### src/logic/status_pkg.sv
package status_pkg;

  // ************************************************************
  // Status summary byte bit positions
  // ************************************************************
  localparam int BIT_FILL_EXPIRED = 0;
  localparam int BIT_FILL_STATE = 1;
  localparam int BIT_ALARM_SUM = 2;
  localparam int BIT_SERIAL_MAV = 3;
  localparam int BIT_BUS_MAV = 4;
  localparam int BIT_STD_SUM = 5;
  localparam int BIT_REQ_SUM = 6;
  localparam int BIT_UNUSED = 7;

  // ************************************************************
  // Register selects for queries and writes
  // ************************************************************
  localparam logic [2:0] SEL_STB = 3'h0;
  localparam logic [2:0] SEL_REQ_EN = 3'h1;
  localparam logic [2:0] SEL_STD_EVT = 3'h2;
  localparam logic [2:0] SEL_STD_EN = 3'h3;
  localparam logic [2:0] SEL_ALM_COND = 3'h4;
  localparam logic [2:0] SEL_ALM_EVT = 3'h5;
  localparam logic [2:0] SEL_ALM_EN = 3'h6;

  // ************************************************************
  // Reset values and masks
  // ************************************************************
  localparam logic [7:0] ZERO_BYTE = 8'h00;
  localparam logic [7:0] STD_EVT_MASK = 8'hbd;
  localparam logic [7:0] ALM_MASK = 8'h7f;
  localparam logic [7:0] STB_MASK = 8'h7f;

  // ************************************************************
  // Keyword checker states
  // ************************************************************
  typedef enum logic [1:0] {
    KW_IDLE = 2'b00,
    KW_MATCH = 2'b01,
    KW_BAD = 2'b10
  } kw_state_t;

endpackage

### src/logic/status_byte_srq.sv
`timescale 1ns/1ps
module status_byte_srq
  import status_pkg::*;
(
  input wire logic clk_in,
  input wire logic rst_in,
  input wire logic power_on_clear_in,
  input wire logic fill_expired_in,
  input wire logic fill_energized_in,
  input wire logic serial_buf_nonempty_in,
  input wire logic bus_buf_nonempty_in,
  input wire logic [7:0] std_event_in,
  input wire logic [7:0] alarm_active_in,
  input wire logic measure_done_in,
  input wire logic clear_status_in,
  input wire logic write_in,
  input wire logic query_in,
  input wire logic [2:0] select_in,
  input wire logic [7:0] write_data_in,
  input wire logic serial_poll_in,
  input wire logic kw_start_in,
  input wire logic kw_char_valid_in,
  input wire logic [7:0] kw_char_in,
  input wire logic kw_short_end_in,
  input wire logic kw_end_in,
  output logic [7:0] query_data_out,
  output logic query_valid_out,
  output logic [7:0] poll_data_out,
  output logic poll_valid_out,
  output logic srq_out,
  output logic kw_ok_out,
  output logic kw_error_out
);

  // ************************************************************
  // Pin synchronisers for asynchronous instrument levels
  // ************************************************************
  // Only the second stage feeds logic; the first may still be settling.
  logic [3:0] pins_meta_reg;
  logic [3:0] pins_sync_reg;
  logic [3:0] pins_raw;

  assign pins_raw = {bus_buf_nonempty_in, serial_buf_nonempty_in, fill_energized_in, fill_expired_in};

  always_ff @(posedge clk_in) begin
    if (rst_in) begin
      pins_meta_reg <= 4'h0;
      pins_sync_reg <= 4'h0;
    end else begin
      pins_meta_reg <= pins_raw;
      pins_sync_reg <= pins_meta_reg;
    end
  end

  // ************************************************************
  // Event, condition and enable registers
  // ************************************************************
  logic [7:0] std_evt_reg;
  logic [7:0] std_evt_next;
  logic [7:0] alm_evt_reg;
  logic [7:0] alm_evt_next;
  logic [7:0] alm_cond_reg;
  logic [7:0] std_en_reg;
  logic [7:0] alm_en_reg;
  logic [7:0] req_en_reg;
  logic por_done_reg;

  // One decode serves every strobe that acts on a single register.
  function automatic logic sel_match(input logic [2:0] sel, input logic [2:0] code);
    sel_match = (sel == code);
  endfunction

  wire rd_std_evt = query_in && sel_match(select_in, SEL_STD_EVT);
  wire rd_alm_evt = query_in && sel_match(select_in, SEL_ALM_EVT);
  wire wr_req_en = write_in && sel_match(select_in, SEL_REQ_EN);
  wire wr_std_en = write_in && sel_match(select_in, SEL_STD_EN);
  wire wr_alm_en = write_in && sel_match(select_in, SEL_ALM_EN);

  // New events win over a clear in the same cycle so none is lost.
  assign std_evt_next = ((clear_status_in || rd_std_evt) ? ZERO_BYTE : std_evt_reg)
                        | (std_event_in & STD_EVT_MASK);
  assign alm_evt_next = ((clear_status_in || rd_alm_evt) ? ZERO_BYTE : alm_evt_reg)
                        | (alarm_active_in & ALM_MASK);

  always_ff @(posedge clk_in) begin
    if (rst_in) begin
      std_evt_reg <= ZERO_BYTE;
      alm_evt_reg <= ZERO_BYTE;
      alm_cond_reg <= ZERO_BYTE;
    end else begin
      std_evt_reg <= std_evt_next;
      alm_evt_reg <= alm_evt_next;
      // The condition copy moves only on a finished measurement, never on a read.
      if (measure_done_in) begin
        alm_cond_reg <= alarm_active_in & ALM_MASK;
      end
    end
  end

  // Enable masks are kept across rst_in unless power-on-clear is set, which
  // models persistence; the first cycle after reset applies the clear.
  always_ff @(posedge clk_in) begin
    if (rst_in) begin
      por_done_reg <= 1'b0;
    end else begin
      por_done_reg <= 1'b1;
    end
  end

  always_ff @(posedge clk_in) begin
    if (!por_done_reg && !rst_in && power_on_clear_in) begin
      req_en_reg <= ZERO_BYTE;
      std_en_reg <= ZERO_BYTE;
      alm_en_reg <= ZERO_BYTE;
    end else if (!rst_in) begin
      // A write of zero clears a mask like any other value.
      if (wr_req_en) begin
        req_en_reg <= write_data_in & STB_MASK;
      end
      if (wr_std_en) begin
        std_en_reg <= write_data_in;
      end
      if (wr_alm_en) begin
        alm_en_reg <= write_data_in;
      end
    end
  end

  // ************************************************************
  // Status summary byte
  // ************************************************************
  logic [7:0] stb_live;
  // The previous byte resets to zero, like idle pins, so no false rise follows reset.
  logic [7:0] stb_prev_reg;
  logic req_sum_reg;
  logic srq_reg;
  wire std_sum = |(std_evt_reg & std_en_reg);
  wire alm_sum = |(alm_evt_reg & alm_en_reg);
  // Bit 7 cannot be enabled: writes to req_en_reg pass through STB_MASK,
  // which clears bit 7, so it never starts a request by itself.
  wire [7:0] rise = stb_live & ~stb_prev_reg & req_en_reg;

  // Bit 7 is tied low; unused standard event bits are masked at the input.
  always_comb begin
    stb_live = ZERO_BYTE;
    stb_live[BIT_FILL_EXPIRED] = pins_sync_reg[0];
    stb_live[BIT_FILL_STATE] = pins_sync_reg[1];
    stb_live[BIT_ALARM_SUM] = alm_sum;
    stb_live[BIT_SERIAL_MAV] = pins_sync_reg[2];
    stb_live[BIT_BUS_MAV] = pins_sync_reg[3];
    stb_live[BIT_STD_SUM] = std_sum;
    stb_live[BIT_REQ_SUM] = req_sum_reg;
    stb_live[BIT_UNUSED] = 1'b0;
  end

  // Bit 6 is sticky: it sets on an enabled rising edge and drops on poll or
  // clear-status, so a level that merely stays high cannot re-raise it.
  always_ff @(posedge clk_in) begin
    if (rst_in) begin
      stb_prev_reg <= ZERO_BYTE;
      req_sum_reg <= 1'b0;
      srq_reg <= 1'b0;
    end else begin
      stb_prev_reg <= stb_live;
      if (|rise) begin
        req_sum_reg <= 1'b1;
        srq_reg <= 1'b1;
      end else if (serial_poll_in || clear_status_in) begin
        req_sum_reg <= 1'b0;
        srq_reg <= 1'b0;
      end
    end
  end

  // ************************************************************
  // Query and poll answers
  // ************************************************************
  // A status-byte query (SEL_STB) and a poll both take the live byte, so the two answers agree
  // whenever they fall in the same cycle.
  logic [7:0] query_mux;
  logic [7:0] query_data_reg;
  logic query_valid_reg;
  logic [7:0] poll_data_reg;
  logic poll_valid_reg;

  always_comb begin
    if (select_in == SEL_STB) begin
      query_mux = stb_live;
    end else if (select_in == SEL_REQ_EN) begin
      query_mux = req_en_reg;
    end else if (select_in == SEL_STD_EVT) begin
      query_mux = std_evt_reg;
    end else if (select_in == SEL_STD_EN) begin
      query_mux = std_en_reg;
    end else if (select_in == SEL_ALM_COND) begin
      query_mux = alm_cond_reg;
    end else if (select_in == SEL_ALM_EVT) begin
      query_mux = alm_evt_reg;
    end else if (select_in == SEL_ALM_EN) begin
      query_mux = alm_en_reg;
    end else begin
      query_mux = ZERO_BYTE;
    end
  end

  always_ff @(posedge clk_in) begin
    if (rst_in) begin
      query_data_reg <= ZERO_BYTE;
      query_valid_reg <= 1'b0;
      poll_data_reg <= ZERO_BYTE;
      poll_valid_reg <= 1'b0;
    end else begin
      query_valid_reg <= query_in;
      if (query_in) begin
        query_data_reg <= query_mux;
      end
      poll_valid_reg <= serial_poll_in;
      if (serial_poll_in) begin
        poll_data_reg <= stb_live;
      end
    end
  end

  // ************************************************************
  // Keyword spelling checker
  // ************************************************************
  // Characters arrive upper-cased. A keyword is legal if it ends exactly at
  // the short-form length or exactly at the full length; only a zero character (8'h00) errs.
  kw_state_t kw_state_reg;
  kw_state_t kw_state_next;
  logic kw_ok_reg;
  logic kw_error_reg;
  wire kw_legal = kw_short_end_in || kw_end_in;
  wire kw_bad_char = kw_char_valid_in && (kw_char_in == 8'h00);

  always_comb begin
    kw_state_next = kw_state_reg;
    case (kw_state_reg)
      KW_IDLE: begin
        if (kw_start_in) begin
          kw_state_next = KW_MATCH;
        end
      end
      KW_MATCH: begin
        if (kw_char_valid_in && kw_char_in == 8'h00) begin
          kw_state_next = KW_BAD;
        end else if (kw_legal) begin
          kw_state_next = KW_IDLE;
        end
      end
      default: begin
        kw_state_next = KW_IDLE;
      end
    endcase
  end

  always_ff @(posedge clk_in) begin
    if (rst_in) begin
      kw_state_reg <= KW_IDLE;
      kw_ok_reg <= 1'b0;
      kw_error_reg <= 1'b0;
    end else begin
      kw_state_reg <= kw_state_next;
      kw_ok_reg <= (kw_state_reg == KW_MATCH) && kw_legal && !kw_bad_char;
      // The bad state only parks the walker for one cycle; the error itself
      // is reported once, when the illegal character is seen.
      kw_error_reg <= (kw_state_reg == KW_MATCH) && kw_bad_char;
    end
  end

  // ************************************************************
  // Registered outputs
  // ************************************************************
  assign query_data_out = query_data_reg;
  assign query_valid_out = query_valid_reg;
  assign poll_data_out = poll_data_reg;
  assign poll_valid_out = poll_valid_reg;
  assign srq_out = srq_reg;
  assign kw_ok_out = kw_ok_reg;
  assign kw_error_out = kw_error_reg;

endmodule // status_byte_srq

### config.mk
export PLATFORM = sky130hd
export DESIGN_NAME = status_byte_srq
export DESIGN_NICKNAME = d
export VERILOG_FILES = /design/src/logic/status_pkg.sv /design/src/logic/status_byte_srq.sv
export SDC_FILE = /design/constraint.sdc
export NUM_CORES = 1
export LEC_CHECK = 0
export ABC_AREA = 0
export BUFFER_PORTS_ARGS = -buffer_cell sky130_fd_sc_hd__buf_2
export CORE_ASPECT_RATIO = 1.5
export CORE_MARGIN = 4
export CORE_UTILIZATION = 53
export CTS_CLUSTER_SIZE = 24
export DETAILED_ROUTE_END_ITERATION = 8
export GPL_ROUTABILITY_DRIVEN = 0
export PLACE_DENSITY = 0.79
export SLEW_MARGIN = 20
export SYNTH_ARGS = -nofsm -noshare
export SYNTH_HDL_FRONTEND = slang
export SYNTH_SLANG_ARGS = --single-unit
### constraint.sdc
create_clock -name clk_in -period 1.5 [get_ports clk_in]
set_input_delay 0.15 -clock clk_in [delete_from_list [all_inputs] [get_ports clk_in]]
set_output_delay 0.15 -clock clk_in [all_outputs]
set_load 0.005 [all_outputs]
* Word-level counts from Yosys, hierarchy flattened
Index checks and enable logic that the tools add are counted. Widths: inputs -> output; s select.
Word-level totals: input bits 51, memory bits (read-only) 0, memories kept 0, register bits after elaboration 85, logic and storage cells 81, latch bits 0, memory bits (writable) 0, output and inout bits 21
Cells by class: $mul 0, shift operators 0, div/mod/pow operators 0, add/sub/neg operators 0, bitwise operators 8, equal/unequal tests 9, mux-type cells 16, reduce and logical (&&, ||, !) cells 29, magnitude comparators 0
Operator list (number):
- $mux 8 | 9
- $reduce_or 8->1 | 3
- $and 8x8->8 | 2
- $logic_and 1x1->1 | 11
- $eq 3x3->1 const B | 3
- $and 7x8->8 | 1
- $and 8x7->8 | 1
- $logic_not 8->1 | 1
- $not 8->8 | 1
- $or 8x7->8 | 1
- $or 8x8->8 | 1
- $reduce_and 2->1 | 4
- $eq 3x2->1 const B | 2
- $mux 2 | 3
- $logic_or 1x1->1 | 4
- $pmux 2 s2 | 1
- $eq 3x1->1 const B | 1
- $logic_not 1->1 | 3
- $logic_not 3->1 | 1
- $mux 1 | 3
- $ne 3x3->1 const B | 1
- $eq 2x1->1 const B | 1
- $logic_not 2->1 | 1
- $ne 2x2->1 const B | 1
- 2 further kinds | 2

* Logic depth before layout (Yosys ltp)
depth in word-level cells 8, depth in mapped cells 6, gate-level depth less buffers 4

* Worst setup path after synthesis
Ideal clock, no wire load.
path type register to register, start point register alm_evt_reg[0], end point register query_data_reg[2], in the netlist query_data_out[2], cell stages (with the launch flop) 5, library setup time 0.133 ns, setup slack 0.186 ns, path buffers 0, data required time 1.367 ns, data arrival time 1.181 ns, clock period less this slack 1.314 ns, cell sequence dfxtp_1 -> a222oi_1 -> nand3_1 -> a2111oi_1 -> nor3_1
On the way: word-level cells in the longest chain between the ends 3
Ends and longest elaborated chain:
- from (decl) | line status_byte_srq.sv:60 | logic [7:0] alm_evt_reg;
- from (signal assigned) | line status_byte_srq.sv:92 | alm_evt_reg <= alm_evt_next;
- $and 8x8->8 | line status_byte_srq.sv:138 | wire alm_sum = |(alm_evt_reg & alm_en_reg);
- $reduce_or 8->1 | line status_byte_srq.sv:138
- $mux 8 | line status_byte_srq.sv:187 | if (select_in == SEL_STB) begin
- to (signal assigned) | line status_byte_srq.sv:215 | query_data_reg <= query_mux;
- to (decl) | line status_byte_srq.sv:181 | logic [7:0] query_data_reg;
No other way between the ends. A chain may end at the register's enable or synchronous reset.

* Final worst setup path
start point register alm_evt_reg[6], end point register query_data_reg[6], in the netlist query_data_out[6]
On the way: word-level cells in the longest chain between the ends 6
Ends and longest elaborated chain:
- $mux 8 | line status_byte_srq.sv:197 | end else if (select_in == SEL_ALM_EVT) begin
- $mux 8 | line status_byte_srq.sv:195 | end else if (select_in == SEL_ALM_COND) begin
- $mux 8 | line status_byte_srq.sv:193 | end else if (select_in == SEL_STD_EN) begin
- $mux 8 | line status_byte_srq.sv:191 | end else if (select_in == SEL_STD_EVT) begin
- $mux 8 | line status_byte_srq.sv:189 | end else if (select_in == SEL_REQ_EN) begin
- $mux 8 | line status_byte_srq.sv:187
No other way between the ends.

==> flow_metrics.py <==
metrics = {
    "sta": {
        "finalMaxSlewViolations": 0,
        "setup_viol": 1,
        "finalClockSkew_ns": 0.01003,
        "whs_ns": 0.006466,
        "period_minus_slack_ns": 1.508,
        "tightest_slew_ns": 0.6015,
        "layout_setup_ws_ns": -0.007894,
        "period_share_pct": 100.5,
        "hold_viol": 0,
        "fmax_mhz": 663.2,
        "relSlewSlack_pct": 59.80,
        "rsz0062_at_grt": "true",
    },
    "synthesis": {
        "syn_inst": 354,
        "synth-simple-area-share_pct": 18.19,
        "avgSynthCellArea_um2": 9.289,
        "muxShareOfSynthArea_pct": 11.04,
        "synth_edf_count": 0,
        "netlist-cell-type-count": 54,
        "ys_seq_elements": 81,
        "synth_top_family_by_area": "simple AND/OR/NAND/NOR gates",
        "synth_adder_area_share_pct": 0,
        "dominantRegCellSynth": "dfxtp_1",
        "synth-seq-area-share_pct": 49.32,
        "syn-cell-area_um2": 3288,
        "syn_nets": 405,
        "synth_compound_area_share_pct": 17.12,
        "ys_warn_count": 0,
        "synthXorXnorAreaFrac_pct": 0,
        "synthArstFlopShare_pct": 0,
    },
    "die": {
        "die_w_um": 72.31,
        "core_area_um2": 5913,
        "die_area_um2": 7554,
        "start_util_pct": 55.61,
        "die_h_um": 104.5,
        "io_pins": 72,
        "placementRows": 34,
    },
    "power": {
        "vdd_drop_max_uv": 844.2,
        "p_total_mw": 4.646,
        "p_leak_nw": 1.779,
        "power.density_nw_per_um2": 1164,
    },
    "finish": {
        "drive_gt1_share_pct": 27.00,
        "fin_util_pct": 67.50,
        "post-route-cell-area_um2": 3991,
        "layout_commonest_cell": "dfxtp_1",
        "multiInputGateArea_um2": 1533,
        "final_cell_mix": "dfxtp_1 (79), buf_2 (67), nor2_1 (52), a21oi_1 (35), mux2i_1 (34)",
        "fill_cells": 503,
        "diodes": 0,
        "nets": 483,
        "fin_cells": 509,
        "syn2layout_area_growth_pct": 21.39,
        "seqCellArea_um2": 1624,
    },
    "route": {
        "wl_um": 8065,
        "viasPerCell": 5.640,
        "wl_met3_um": 515,
        "ant_nets": 0,
        "route.met2.wl_um": 3928,
        "met1_length_um": 3071,
        "drt_iter0_drc": 218,
        "drt-wirelength-per-cell_um": 15.84,
        "highest_layer": "met4",
        "firstDrtPassIters": 5,
        "drc": 0,
        "vias": 2871,
    },
    "worst_setup_path": {
        "cp_slowest_stage_delay_ns": 0.59,
        "path_buf_inv": 1,
        "rrSetupSlack_ns": -0.008,
        "critPathLaunch": "alm_evt_reg[6]$_SDFF_PP0_",
        "r2r_start": "alm_evt_reg[6]$_SDFF_PP0_",
        "crit_arrival_ns": 1.72,
        "worstPathCellList": "mux2i_1 -> nor2_1 -> a2111oi_1 -> buf_4 -> a2111oi_2",
        "worst_setup_path_start_kind": "flop",
        "worst-endpoint-required_ns": 1.72,
        "slowest_stage": "a2111oi_1",
        "path_class": "flop to flop",
        "cp-end-kind": "flop",
        "crit_family": "compound AO/OA/AOI/OAI gates",
        "cp_max_fo": 3,
    },
    "flow_run": {
        "max_cap_viol_count": 0,
    },
    "global_route": {
        "grt_pass1_vias": 2786,
        "grt_max_degree": 54,
        "overflow": 0,
        "antenna_found_initial": 0,
        "gr-usage-all-layers_pct": 21.92,
        "grt_pass1_wl_um": 12850,
    },
    "placement": {
        "placed_cells_incl_taps": 492,
        "port_buffers": 67,
        "placed_area_um2": 3747,
        "hpwl_um": 6129,
    },
    "cts": {
        "cts.sinks": 81,
        "postCtsSetupRepairBufs": 0,
        "clk_latency_ns": 0.35,
        "numCtsBuffers": 9,
        "path_clk_slew_ns": 0.08,
        "cts_tree": "done",
        "cts.htree.levels": 3,
        "ctsLongestPathBuffers": 2,
        "cts_root_buffer": "clkbuf_8",
    },
    "worst_hold_path": {
        "min_path_type": "input port to flop",
        "hp-start": "std_event_in[2]",
    },
    "outcome": {
        "violations": "negative setup slack",
        "outcome": "finished with violations",
    },
}
-- area by class of cell --
| type | instances | area share (%) |
|---|---|---|
| tap | 72 | 2.257 |
| timing repair buffer | 89 | 12.60 |
| multi-input combinational | 247 | 38.40 |
| clock inverter | 7 | 2.571 |
| sequential | 81 | 40.69 |
| clock buffer | 9 | 3.103 |
| inverter | 4 | 0.3762 |
-- what timing repair did --
item                                    in CTS  in global routing
endpoints found under the hold margin        1                  0
gates resized for setup                      0                  3
endpoints found under the setup margin       0                  2
hold buffers                                 1                  0
-- worst paths after layout --
| path | endpoint | cells past startpoint |
|---|---|---|
| min | std_evt_reg[2]$_SDFF_PP0_ | 3 |
| max | query_data_out[6]$_SDFFE_PP0P_ | 5 |
| min reg2reg | kw_state_reg[0]$_SDFFE_PP0P_ | 1 |
| max reg2reg | query_data_out[6]$_SDFFE_PP0P_ | 5 |
-- layer usage --
| metal | global-route usage (%) | up-vias |
|---|---|---|
| met2 | 35.98 | 127 |
| met1 | 24.12 | 1298 |
| met5 | 0 | - |
| li1 | - | 1406 |
| met3 | 4.836 | 40 |
| met4 | 15.73 | 0 |
-- power by group --
| part | switching [mW] | leakage [nW] | internal, mW |
|---|---|---|---|
| sequential | 0.0948 | 0.667 | 2.28 |
| combinational | 0.278 | 1.00 | 0.248 |
| clock | 0.793 | 0.110 | 0.953 |
| total | 1.17 | 1.78 | 3.48 |
-- cell families (layout without fill, tap and decap cells) --
group / count (synthesis) / in the layout
compound gates: 88 / 88
other cells: 1 / 1
simple gates: 122 / 122
flops: 81 / 81
mux: 36 / 36
buf+inv: 26 / 109
-- tightest hold or removal path, stage by stage --
cell and delay (ns):
buf_2 0.08, a21oi_1 0.03, nor2_1 0.06
-- per-stage QoR --
stage / setup slack, ns / TNS [ns]
3_5_place_dp: -0.01338 / -0.03142
4_1_cts: 0.02195 / 0
6_report: -0.007894 / -0.007894
3_3_place_gp: 0.02338 / 0
5_1_grt: -0.03170 / -0.03170
2_1_floorplan: 0.1856 / 0
-- synthesized netlist by cell type, types with 4 or more instances --
library cell | instances | area share (%)
dfxtp_1 | 81 | 49
nor2_1 | 52 | 5.9
a21oi_1 | 35 | 5.3
mux2i_1 | 34 | 10
nand2_1 | 27 | 3.1
nor2b_1 | 18 | 3.4
o21ai_0 | 18 | 2.7
clkbuf_1 | 10 | 1.1
a22oi_1 | 5 | 1.1
nor3_1 | 5 | 0.76
a211oi_1 | 4 | 0.91
a31oi_1 | 4 | 0.76
inv_1 | 4 | 0.46
o2bb2ai_1 | 4 | 1.1
Note: power is estimated with default switching activity, not from simulation.
